### src/spimc_pkg.sv
package spimc_pkg;
  // ****************************************************
  // frame layout
  // ****************************************************
  localparam int FRAME_BITS = 24;
  localparam int DATA_BITS  = 16;
  localparam int CNT_W      = 5;
  localparam int TMR_W      = 12;

  // ****************************************************
  // timing
  // ****************************************************
  localparam int CLK_PERIOD_NS = 5;
  localparam int T_WAKE_NS     = 10000;
  localparam int T_FALLBACK_NS = 8000;
  localparam int WAKE_CYC      =
    (T_WAKE_NS + CLK_PERIOD_NS - 1) / CLK_PERIOD_NS;
  localparam int FALLBACK_CYC  = T_FALLBACK_NS / CLK_PERIOD_NS;
  localparam int SCK_HALF_CYC  = 4;

  // ****************************************************
  // command byte
  // ****************************************************
  typedef enum logic [1:0] {
    OP_WRITE   = 2'b00,
    OP_READ    = 2'b01,
    OP_RDCLR   = 2'b10,
    OP_READ_ID = 2'b11
  } spimc_op_t;

  // ****************************************************
  // device register map
  // ****************************************************
  localparam int N_CTRL = 7;
  localparam int N_STAT = 3;
  localparam logic [5:0] CTRL_ADDR [N_CTRL] = '{
    6'h00, 6'h01, 6'h02, 6'h03, 6'h08, 6'h09, 6'h3F};
  localparam logic [5:0] STAT_ADDR [N_STAT] = '{6'h10, 6'h11, 6'h12};
  localparam logic [5:0] ID_HDR_ADDR   = 6'h00;
  localparam logic [5:0] ID_VER_ADDR   = 6'h01;
  localparam logic [5:0] ID_CODE1_ADDR = 6'h02;
  localparam logic [5:0] ID_CODE2_ADDR = 6'h03;
  localparam logic [5:0] ID_FRAME_ADDR = 6'h3E;
  localparam logic [15:0] FRAME_ID_VAL = 16'h0200;
  localparam int MODE_REG     = 0;
  localparam int MODE_BIT     = 0;
  localparam int CFG_REG      = 6;
  localparam int CFG_MASK_WARN = 0;
  localparam int CFG_MASK_ULD = 1;

  // ****************************************************
  // global status byte
  // ****************************************************
  localparam int ST_FAULT     = 7;
  localparam int ST_FRAME_ERR = 6;
  localparam int ST_RESN      = 5;
  localparam int ST_SHUTDOWN  = 4;
  localparam int ST_WARN      = 3;
  localparam int ST_UOV       = 2;
  localparam int ST_ULD       = 1;
  localparam int ST_NOT_READY = 0;
  localparam logic [7:0] STATUS_RESET = 8'h81;

  // ****************************************************
  // host apb map
  // ****************************************************
  localparam logic [11:0] HREG_TX   = 12'h000;
  localparam logic [11:0] HREG_RX   = 12'h004;
  localparam logic [11:0] HREG_STAT = 12'h008;
  localparam int TX_POLL_BIT  = 24;
  localparam int HST_BUSY_BIT = 0;
  localparam int HST_FAULT_BIT = 1;
endpackage : spimc_pkg

### src/spimc_if.sv
`timescale 1ns/100ps
interface spimc_if;
  logic chip_select_n;
  logic sclk;
  logic mosi;
  logic miso;
  logic miso_oe_n;

  modport host (
    output chip_select_n,
    output sclk,
    output mosi,
    input  miso,
    input  miso_oe_n
  );

  modport dev (
    input  chip_select_n,
    input  sclk,
    input  mosi,
    output miso,
    output miso_oe_n
  );
endinterface : spimc_if

### src/spimc_device.sv
// Decided for this implementation: register access over APB.
`timescale 1ns/100ps
// How it works
// [RULE1] power-up: standby, registers cleared, outputs off
// [RULE2] chip select low in standby wakes device
// [RULE3] host waits 10 us before real frames
// [RULE4] mode bit zero: back to standby, 8 us
// [RULE5] slave only, sample input on clock rise
// [RULE6] output line released while select high
// [RULE7] fault flag on output at select fall
// [RULE8] first clock rise loads output shifter
// [RULE9] frame is 8-bit header plus 16 data
// [RULE10] id reads return 8 bits in MSBs
// [RULE11] frames travel most significant bit first
// [RULE12] output frame: status byte then response
// [RULE13] write returns old register content
// [RULE14] chip select rise ends the transfer
// [RULE15] later output bits change on clock fall
// [RULE16] host clocks only inside frame
// [RULE17] wrong clock count: discard, set error
// [RULE18] all-ones frame forces standby, drivers off
// [RULE19] opcode bits 23:22, address bits 21:16
// [RULE20] opcodes: write, read, read-clear, read id
// [RULE21] read-and-clear returns then clears status
// [RULE22] status byte layout, reset fault, not-ready
// [RULE23] error only for counts not 0, 24
// [RULE24] commit writes only at select rise
module spimc_device
  import spimc_pkg::*;
#(
  // arbitrary identification values
  parameter logic [7:0] ID_HDR   = 8'hA5,
  parameter logic [7:0] ID_VER   = 8'h01,
  parameter logic [7:0] ID_CODE1 = 8'h11,
  parameter logic [7:0] ID_CODE2 = 8'h22
) (
  // clock and reset
  input  wire logic                         pclk,
  input  wire logic                         presetn,
  // serial link
  spimc_if.dev                              link,
  // fault sources
  input  wire logic [N_STAT-1:0][DATA_BITS-1:0] status_events,
  input  wire logic                         thermal_shutdown_flag_in,
  input  wire logic                         thermal_warning_flag_in,
  // device state
  output logic [N_CTRL-1:0][DATA_BITS-1:0]  control_regs,
  output logic                              analog_on,
  output logic                              drivers_enable
);

  typedef enum logic {
    ST_STANDBY = 1'b0,
    ST_ACTIVE  = 1'b1
  } spimc_state_t;

  // ****************************************************
  // edge detection
  // ****************************************************
  spimc_state_t                 state;
  logic                         csn_q;
  logic                         sclk_q;
  logic [FRAME_BITS-1:0]        rx;
  logic [FRAME_BITS-1:0]        out_word;
  logic [CNT_W-1:0]             rcnt;
  logic [TMR_W-1:0]             wake_cnt;
  logic [TMR_W-1:0]             fb_cnt;
  logic [N_STAT-1:0][DATA_BITS-1:0] stat_regs;
  logic                         frame_error_flag;
  logic                         reset_not_flag;
  logic                         thermal_shutdown_flag;

  wire cs_fall  = csn_q & ~link.chip_select_n;
  wire cs_rise  = ~csn_q & link.chip_select_n;             // RULE14
  wire sck_rise = ~link.chip_select_n & ~sclk_q & link.sclk; // RULE5
  wire sck_fall = ~link.chip_select_n & sclk_q & ~link.sclk; // RULE15

  // ****************************************************
  // global status byte
  // ****************************************************
  wire not_ready_flag = (state == ST_STANDBY) || (wake_cnt != '0);
  wire uov_flag = (|stat_regs[0]) | (|stat_regs[2]);
  wire uld_flag = |stat_regs[1];
  wire warn_vis = thermal_warning_flag_in &
                  ~control_regs[CFG_REG][CFG_MASK_WARN];
  wire uld_vis  = uld_flag & ~control_regs[CFG_REG][CFG_MASK_ULD];
  wire global_fault_flag = ~reset_not_flag | frame_error_flag |
                           thermal_shutdown_flag | warn_vis |
                           uov_flag | uld_vis;
  wire [7:0] status_byte = {global_fault_flag, frame_error_flag,
                            reset_not_flag, thermal_shutdown_flag,
                            thermal_warning_flag_in, uov_flag,
                            uld_flag, not_ready_flag}; // RULE22

  // ****************************************************
  // address decode
  // ****************************************************
  wire [7:0]      early_cmd = {rx[6:0], link.mosi};
  wire spimc_op_t early_op  = spimc_op_t'(early_cmd[7:6]);    // RULE19
  wire [5:0]      early_adr = early_cmd[5:0];
  wire spimc_op_t c_op      = spimc_op_t'(rx[23:22]);         // RULE19
  wire [5:0]      c_adr     = rx[21:16];
  wire [DATA_BITS-1:0] c_data = rx[DATA_BITS-1:0];             // RULE9

  logic [N_CTRL-1:0] e_hit_c;
  logic [N_CTRL-1:0] c_hit_c;
  logic [N_STAT-1:0] e_hit_s;
  logic [N_STAT-1:0] c_hit_s;

  genvar gi;
  generate
    for (gi = 0; gi < N_CTRL; gi++) begin : g_ctrl_hit
      assign e_hit_c[gi] = (early_adr == CTRL_ADDR[gi]);
      assign c_hit_c[gi] = (c_adr == CTRL_ADDR[gi]);
    end
    for (gi = 0; gi < N_STAT; gi++) begin : g_stat_hit
      assign e_hit_s[gi] = (early_adr == STAT_ADDR[gi]);
      assign c_hit_s[gi] = (c_adr == STAT_ADDR[gi]);
    end
  endgenerate

  // ****************************************************
  // in-frame response
  // ****************************************************
  logic [DATA_BITS-1:0] reg_rd;
  always_comb begin
    reg_rd = '0;
    for (int i = 0; i < N_CTRL; i++) begin
      if (e_hit_c[i]) reg_rd = reg_rd | control_regs[i]; // RULE13
    end
    for (int i = 0; i < N_STAT; i++) begin
      if (e_hit_s[i]) reg_rd = reg_rd | stat_regs[i];
    end
  end

  wire [7:0] id_byte =
    (early_adr == ID_HDR_ADDR)   ? ID_HDR   :
    (early_adr == ID_VER_ADDR)   ? ID_VER   :
    (early_adr == ID_CODE1_ADDR) ? ID_CODE1 :
    (early_adr == ID_CODE2_ADDR) ? ID_CODE2 :
    (early_adr == ID_FRAME_ADDR) ? FRAME_ID_VAL[15:8] : 8'h00;
  wire [DATA_BITS-1:0] resp = (early_op == OP_READ_ID) ?
                              {id_byte, 8'h00} : reg_rd; // RULE10 RULE20

  // ****************************************************
  // frame check and commit
  // ****************************************************
  wire [CNT_W-1:0] full_cnt = CNT_W'(FRAME_BITS);
  wire frame_full = cs_rise && (rcnt == full_cnt);
  wire stuck      = frame_full && (&rx);                       // RULE18
  wire frame_bad  = cs_rise && (rcnt != '0) &&
                    (rcnt != full_cnt);                  // RULE17 RULE23
  wire commit     = frame_full && !stuck &&
                    (state == ST_ACTIVE);                      // RULE24
  wire do_write   = commit && (c_op == OP_WRITE);
  wire do_clear   = commit && (c_op == OP_RDCLR);              // RULE21
  wire mode_on    = control_regs[MODE_REG][MODE_BIT];
  wire fb_expire  = (state == ST_ACTIVE) && (wake_cnt == '0) &&
                    !mode_on && link.chip_select_n &&
                    (fb_cnt == TMR_W'(FALLBACK_CYC - 1));        // RULE4
  wire go_standby = stuck || fb_expire;
  wire mode_clr   = do_write && c_hit_c[MODE_REG] && !c_data[MODE_BIT];
  wire [CNT_W-1:0] out_idx = CNT_W'(FRAME_BITS - 1) - rcnt;

  spimc_state_t next_state;
  always_comb begin
    next_state = state;
    case (state)
      ST_STANDBY: begin
        if (cs_fall) next_state = ST_ACTIVE;                   // RULE2
      end
      ST_ACTIVE: begin
        if (go_standby) next_state = ST_STANDBY;         // RULE4 RULE18
      end
      default: next_state = ST_STANDBY;
    endcase
  end

  // ****************************************************
  // mode and timers
  // ****************************************************
  always_ff @(posedge pclk or negedge presetn) begin
    if (!presetn) begin
      state          <= ST_STANDBY;                            // RULE1
      wake_cnt       <= '0;
      fb_cnt         <= '0;
      analog_on      <= 1'b0;
      drivers_enable <= 1'b0;
    end else begin
      state     <= next_state;
      analog_on <= (next_state == ST_ACTIVE);
      drivers_enable <= (next_state == ST_ACTIVE) && mode_on &&
                        !go_standby && reset_not_flag &&
                        !thermal_shutdown_flag;                // RULE18
      if (state == ST_STANDBY && cs_fall)
        wake_cnt <= TMR_W'(WAKE_CYC);
      else if (wake_cnt != '0)
        wake_cnt <= wake_cnt - 1'b1;
      if (state == ST_ACTIVE && wake_cnt == '0 && !mode_on &&
          link.chip_select_n && !fb_expire)
        fb_cnt <= fb_cnt + 1'b1;
      else
        fb_cnt <= '0;
    end
  end

  // ****************************************************
  // serial shifter
  // ****************************************************
  always_ff @(posedge pclk or negedge presetn) begin
    if (!presetn) begin
      csn_q          <= 1'b1;
      sclk_q         <= 1'b0;
      rx             <= '0;
      rcnt           <= '0;
      out_word       <= '0;
      link.miso      <= 1'b0;
      link.miso_oe_n <= 1'b1;
    end else begin
      csn_q          <= link.chip_select_n;
      sclk_q         <= link.sclk;
      link.miso_oe_n <= link.chip_select_n;                    // RULE6
      if (cs_fall) begin
        rcnt <= '0;
      end else if (sck_rise) begin
        rx <= {rx[FRAME_BITS-2:0], link.mosi};           // RULE5 RULE11
        if (rcnt != '1) rcnt <= rcnt + 1'b1;
        if (rcnt == '0) out_word[FRAME_BITS-1 -: 8] <= status_byte; // RULE8
        if (rcnt == CNT_W'(7)) out_word[DATA_BITS-1:0] <= resp; // RULE12
      end
      if (!link.chip_select_n && (cs_fall || rcnt == '0))
        link.miso <= global_fault_flag;                        // RULE7
      else if (sck_fall)
        link.miso <= (rcnt < full_cnt) ? out_word[out_idx] : 1'b0; // RULE15
      else if (link.chip_select_n)
        link.miso <= 1'b0;
    end
  end

  // ****************************************************
  // register file and flags
  // ****************************************************
  always_ff @(posedge pclk or negedge presetn) begin
    if (!presetn) begin
      control_regs          <= '0;                             // RULE1
      stat_regs             <= '0;
      frame_error_flag      <= 1'b0;
      reset_not_flag        <= 1'b0;
      thermal_shutdown_flag <= 1'b0;
    end else begin
      for (int i = 0; i < N_CTRL; i++) begin
        if (go_standby) control_regs[i] <= '0;                 // RULE4
        else if (do_write && c_hit_c[i]) control_regs[i] <= c_data;
      end
      for (int i = 0; i < N_STAT; i++) begin
        if (go_standby) stat_regs[i] <= '0;
        else if (do_clear && c_hit_s[i])
          stat_regs[i] <= status_events[i];                    // RULE21
        else
          stat_regs[i] <= stat_regs[i] | status_events[i];
      end
      if (frame_bad) frame_error_flag <= 1'b1;                 // RULE17
      else if (frame_full) frame_error_flag <= 1'b0;
      if (stuck) reset_not_flag <= 1'b0;                       // RULE18
      else if (do_write) reset_not_flag <= 1'b1;
      if (thermal_shutdown_flag_in) thermal_shutdown_flag <= 1'b1;
      else if (mode_clr) thermal_shutdown_flag <= 1'b0;
    end
  end

endmodule : spimc_device

### src/flat_wrapper.sv
// flat-port wrapper written by rule: the top's interface ports become plain ports
module spimc_device_flat import spimc_pkg::*;
#(
                                    
  parameter logic [7:0] ID_HDR   = 8'hA5,
  parameter logic [7:0] ID_VER   = 8'h01,
  parameter logic [7:0] ID_CODE1 = 8'h11,
  parameter logic [7:0] ID_CODE2 = 8'h22
)
  (pclk, presetn, status_events, thermal_shutdown_flag_in, thermal_warning_flag_in, control_regs, analog_on, drivers_enable, link_chip_select_n, link_sclk, link_mosi, link_miso, link_miso_oe_n);
  spimc_if link_i ();
  input  wire logic pclk;
  input  wire logic presetn;
  input  wire logic [N_STAT-1:0][DATA_BITS-1:0] status_events;
  input  wire logic thermal_shutdown_flag_in;
  input  wire logic thermal_warning_flag_in;
  output logic [N_CTRL-1:0][DATA_BITS-1:0] control_regs;
  output logic analog_on;
  output logic drivers_enable;
  input wire logic [$bits(link_i.chip_select_n)-1:0] link_chip_select_n;
  input wire logic [$bits(link_i.sclk)-1:0] link_sclk;
  input wire logic [$bits(link_i.mosi)-1:0] link_mosi;
  output wire logic [$bits(link_i.miso)-1:0] link_miso;
  output wire logic [$bits(link_i.miso_oe_n)-1:0] link_miso_oe_n;
  assign link_i.chip_select_n = link_chip_select_n;
  assign link_i.sclk = link_sclk;
  assign link_i.mosi = link_mosi;
  assign link_miso = link_i.miso;
  assign link_miso_oe_n = link_i.miso_oe_n;
  spimc_device #(.ID_HDR(ID_HDR), .ID_VER(ID_VER), .ID_CODE1(ID_CODE1), .ID_CODE2(ID_CODE2)) u_core (.pclk(pclk), .presetn(presetn), .link(link_i), .status_events(status_events), .thermal_shutdown_flag_in(thermal_shutdown_flag_in), .thermal_warning_flag_in(thermal_warning_flag_in), .control_regs(control_regs), .analog_on(analog_on), .drivers_enable(drivers_enable));
endmodule
### config.mk
export PLATFORM = sky130hd
export DESIGN_NAME = spimc_device_flat
export DESIGN_NICKNAME = d
export VERILOG_FILES = /design/src/spimc_pkg.sv /design/src/spimc_if.sv /design/src/spimc_device.sv /design/src/flat_wrapper.sv
export SDC_FILE = /design/constraint.sdc
export NUM_CORES = 1
export LEC_CHECK = 0
export CAP_MARGIN = 20
export CORE_MARGIN = 5
export CORE_UTILIZATION = 30
export CTS_CLUSTER_SIZE = 12
export DETAILED_ROUTE_END_ITERATION = 8
export DONT_BUFFER_PORTS = 1
export PLACE_DENSITY = 0.47
export SLEW_MARGIN = 20
export SYNTH_ARGS = -nofsm -noshare
export SYNTH_HDL_FRONTEND = slang
export SYNTH_SLANG_ARGS = --single-unit
### constraint.sdc
create_clock -name pclk -period 3 [get_ports pclk]
set_input_delay 0.9 -clock pclk [delete_from_list [all_inputs] [get_ports pclk]]
set_output_delay 0.9 -clock pclk [all_outputs]
set_load 0.005 [all_outputs]
# Word-level counts from Yosys, hierarchy flattened
# Index checks and enable logic that the tools add are counted.
# totals
ff_bits	245
in_bits	55
out_inout_bits	116
word_cells	217
# classes
add_sub_neg	4
order_cmp	2
n_eq_ne	26
n_mux	57
bitwise	35
reduce_logical	69
# ops
op	count
$mux W16	31
$or A16 B16 Y16	12
$reduce_or A16 Y1	3
$eq A6 B5 Y1 const B	6
$mux W12	3
$mux W8	4
$logic_and A1 B1 Y1	30
$reduce_bool A2 Y1	13
$eq A6 B2 Y1 const B	4
$eq A6 B4 Y1 const B	4
$reduce_and A24 Y1	1
$eq A6 B6 Y1 const B	3
$mux W5	3
$mux W1	13
$add A12 B1 Y12 const B	1
$eq A12 B11 Y1 const B	1
$eq A6 B1 Y1 const B	2
$logic_not A12 Y1	1
$logic_not A6 Y1	2
$reduce_bool A12 Y1	1
$sub A12 B1 Y12 const B	1
$ne A5 B5 Y1 const B	2
$not A1 Y1	9
$and A1 B1 Y1	8
other kinds (19)	35

# Depth between registers and ports, before layout
# logic_depth
ltp_word	21
mapped_depth	10
mapped_depth_nobuf	7

# Least setup slack after synthesis
# No wires, ideal clock.
# synth_timing
path_type	input to register
from	in link_chip_select_n
to	reg u_core.out_word[21]
setup_time_ns	0.128
arrival_time_ns	2.274
path_slack_ns	0.599
path_stages	5
n_path_buf	2
cell_sequence	buf_2 > nor4b_4 > nand3_1 > clkbuf_1 > mux2_1
# synth_via
elab_chain_len	4
elab_cells_between_ends	6
# synth_rtl
element	line	text
start: declaration	flat_wrapper.sv:20	input wire logic [$bits(link_i.chip_select_n)-1:0] link_chip_select_n;
$not A1 Y1 *	spimc_device.sv:73, spimc_device.sv:75	
$and A1 B1 Y1 (on tied branches)	spimc_device.sv:75, spimc_device.sv:73	
$and A1 B1 Y1 / $not A1 Y1 (equally long branches)	n/a	
$reduce_and A3 Y1 (no line) *	n/a	
end signal: indexed assignment	spimc_device.sv:228	if (rcnt == '0) out_word[FRAME_BITS-1 -: 8] <= status_byte;
end signal: indexed assignment	spimc_device.sv:229	if (rcnt == CNT_W'(7)) out_word[DATA_BITS-1:0] <= resp;
end: declaration	spimc_device.sv:64	logic [FRAME_BITS-1:0] out_word;
# Mark *: on every way between the ends. The rest lies on a longest branch, timed or not.
# A chain may end at the register's enable or synchronous reset.

# Worst setup path after layout
# layout_timing
from	reg u_core.rcnt[1]
to	reg u_core.stat_regs[4] (netlist bit)
# layout_via
elab_chain_len	10
elab_cells_between_ends	11
# layout_rtl
element	line	text
start: declaration	spimc_device.sv:65	logic [CNT_W-1:0] rcnt;
start signal: assignment	spimc_device.sv:227	if (rcnt != '1) rcnt <= rcnt + 1'b1;
$eq A5 B5 Y1 *	spimc_device.sv:149	wire frame_full = cs_rise && (rcnt == full_cnt);
$logic_and A1 B1 Y1 *	spimc_device.sv:149	
$logic_and A1 B1 Y1	spimc_device.sv:150	wire stuck = frame_full && (&rx);
$logic_not A1 Y1	spimc_device.sv:153	wire commit = frame_full && !stuck &&
$logic_and A1 B1 Y1 (2 in a row)	spimc_device.sv:153	
$logic_and A1 B1 Y1	spimc_device.sv:156	wire do_clear = commit && (c_op == OP_RDCLR);
$logic_and A1 B1 Y1	spimc_device.sv:257	else if (do_clear && c_hit_s[i])
$mux W16	spimc_device.sv:257	
$mux W16 *	spimc_device.sv:256	if (go_standby) stat_regs[i] <= '0;
end signal: indexed assignment	spimc_device.sv:258	stat_regs[i] <= status_events[i];
end signal: indexed assignment	spimc_device.sv:260	stat_regs[i] <= stat_regs[i] | status_events[i];
end: declaration	spimc_device.sv:68	logic [N_STAT-1:0][DATA_BITS-1:0] stat_regs;
# Marked as above.

==> impl_metrics.tcl <==
set metrics [dict create \
    ir_worst_vdd_v 0.000404 \
    syn_nets 1245 \
    layout.cells.non_filler 1709 \
    initial_core_util 0.305 \
    setup-violations-final 0 \
    cp_data_required_time_ps 3430 \
    die_h_um 209 \
    clockBufferDepth 3 \
    placed_cell_area_sq_mm 0.0125 \
    cts_tree "yes" \
    htree_levels 1 \
    vias_per_cell 5.32 \
    grt_max_degree 246 \
    powerDensity_mw_per_mm2 621 \
    syn_inst 1184 \
    leakage_uw 0.00538 \
    synth.avg_cell_area_sq_um 10.0 \
    status "finished, final reports clean" \
    seq_area_frac_synth 0.516 \
    r2r_slack_ps 460 \
    netlist_top_cells_area "dfrtp_1, a21oi_1, mux2i_1, nand2_1, nor2_1" \
    ys_ff_latch 245 \
    postRouteWirelength_mm 40.3 \
    yosysMostFrequentCell "dfrtp_1" \
    critPathLaunch "u_core.rcnt[1]" \
    placed_cells 1655 \
    numCtsBuffers 30 \
    layout-drive-gt1-share 0.153 \
    critPathKind "reg2reg" \
    drv_cap 0 \
    cts_hold_buffers 0 \
    core_area_sq_mm 0.0389 \
    first_iter_violations 773 \
    n_fill_cell 3944 \
    root_buffer "clkbuf_16" \
    io_buffers 0 \
    finalSetupTns_ps 0 \
    multi_input_area_sq_mm 0.00525 \
    critPathArrivalTime_ps 2970 \
    period_share 0.845 \
    antennaDiodeCount 0 \
    fin_worst_skew_ps 21.1 \
    async_flop_share 1.00 \
    ant_nets 0 \
    crit_path_start_kind "flop" \
    yosysUniqueCellTypes 66 \
    whs_ps 47.4 \
    worstSetupEndpoint "u_core.stat_regs[4]" \
    vias 9096 \
    end_kind "flop" \
    worst-path-max-fanout 16 \
    relSlewSlack 0.503 \
    worst_pin_slew_ps 744 \
    yosysWarnings 0 \
    fin_nets 1230 \
    synth_top_family_by_area "simple AND/OR/NAND/NOR gates" \
    regArea_sq_mm 0.00613 \
    yosysTopAreaCell "dfrtp_1" \
    synth_edf_count 0 \
    yosys_most_used_dff "dfrtp_1" \
    fmaxAchievable_mhz 394 \
    clock-sinks 245 \
    dp_hpwl_mm 27.7 \
    fin_util 0.347 \
    grt_pass1_vias 9198 \
    grt_pass1_wl_mm 61.4 \
    track_usage 0.179 \
    synthMuxAreaShare 0.112 \
    clock_latency_ps 570 \
    ctsResizeCount 0 \
    rows 72 \
    syn-cell-area_sq_mm 0.0119 \
    synth_top_area_share 0.514 \
    cts_setup_buffers 0 \
    hold_path_class "in2async" \
    r2r_start "u_core.rcnt[1]" \
    hold_viol_final 0 \
    synth_xor_area_frac 0.0133 \
    synth_common_cells "dfrtp_1, nand2_1, a21oi_1, nor2_1, o21ai_0" \
    first_pass_iters 5 \
    syn2layout_area_growth_pct 13.6 \
    grt-ovfl-total 0 \
    finalInstanceArea_sq_mm 0.0135 \
    slew_violations 0 \
    synth-simple-area-share 0.184 \
    rr_worst_depth 7 \
    dieArea_sq_mm 0.0437 \
    reg2reg_to "u_core.stat_regs[4]" \
    die_x_um 209 \
    wire_per_inst_um 23.6 \
    finalCriticalPeriod_ps 2540 \
    clk_pin_slew_worst_paths_ps 60 \
    synthAdderAreaFrac 0.00632 \
    gp_congestion 0.814 \
    rsz0062_at_grt "no" \
    drcViolationCount 0 \
    synth-compound-area-share 0.123 \
    antenna_found_initial 1 \
    io_pins 171 \
]
layer usage:
metal  wire length (um)  track usage  vias up  part of all wire
met1              17200        0.234     4592              0.43
met5                  7            0        -           0.00017
li1                   -            -     4184                 -
met2              18800        0.285      245              0.47
met3               2720       0.0517       73             0.068
met4               1560       0.0662        2             0.039
cells in the final DEF, fill, tap and decap left out, types with 10 or more instances in the layout:
master and n:
nor2_1 116, o21ai_1 13, buf_4 48, dfrtp_1 244, a21oi_1 125, mux4_2 19, and3_1 13, inv_1 10
o21ai_0 72, xor2_1 10, mux2i_1 57, nand4_1 25, nor4_1 16, nand3_1 63, nor2_2 21, mux2_2 27
clkbuf_16 31, a211oi_1 11, nand2_1 131
cells by family (layout without fill, tap and decap cells):
kind of cell / Yosys count / in the layout
DFF: 245 / 245
muxes: 105 / 105
adders and majority gates: 6 / 6
AOI/OAI and AO/OA: 261 / 261
xor gates and xnor gates: 18 / 18
and+or+nand+nor: 440 / 440
buffers and inverters: 109 / 116
report_power, final:
part | switching, uW | total [uW] | internal [uW]
clock network | 1450 | 3630 | 2180
logic | 677 | 1090 | 409
registers | 201 | 3660 | 3460
total | 2330 | 8380 | 6050
metrics by stage:
stage,setup WS [ps],total power [uW]
after floorplan,599,4390
after global placement,519,4790
after detailed placement,471,4800
after CTS,452,8470
after global routing,296,8730
final,464,8380
critical path, stage by stage, from the launching register on:
cell and delay, ps:
dfrtp_1 460, inv_1 180, ha_1 190, and4bb_4 300, nand3_4 110, or4b_1 840, a21oi_1 260, nor2_1 60
state kept, by name, summed over array words and instances (netlist names):
signal,flops
u_core.analog_on,1
u_core.control_regs,112
u_core.drivers_enable,1
u_core.fb_cnt,12
u_core.frame_error_flag,1
u_core.link.miso,1
u_core.link.miso_oe_n,1
u_core.out_word,24
u_core.rcnt,5
u_core.reset_not_flag,1
u_core.rx,24
u_core.sclk_q,1
u_core.stat_regs,48
u_core.thermal_shutdown_flag,1
u_core.wake_cnt,12
layout make-up:
class	count	share of cell area
clock buffer	47	0.0686
sequential	245	0.454
clock inverter	7	0.00482
tap	518	0.0480
timing repair buffer	52	0.0326
inverter	10	0.00278
multi-input combinational	830	0.389
worst min-delay path by stage:
stage                    endpoint  slack [ps]  depth (start not counted)
2_1_floorplan    u_core.fb_cnt[0]         450                          1
3_3_place_gp   u_core.out_word[9]         460                          1
3_5_place_dp     u_core.fb_cnt[0]         470                          1
4_1_cts          u_core.link.miso          30                          0
5_1_grt             u_core.sclk_q          20                          0
6_report            u_core.sclk_q          50                          0
(Power assumes the default switching activity.)
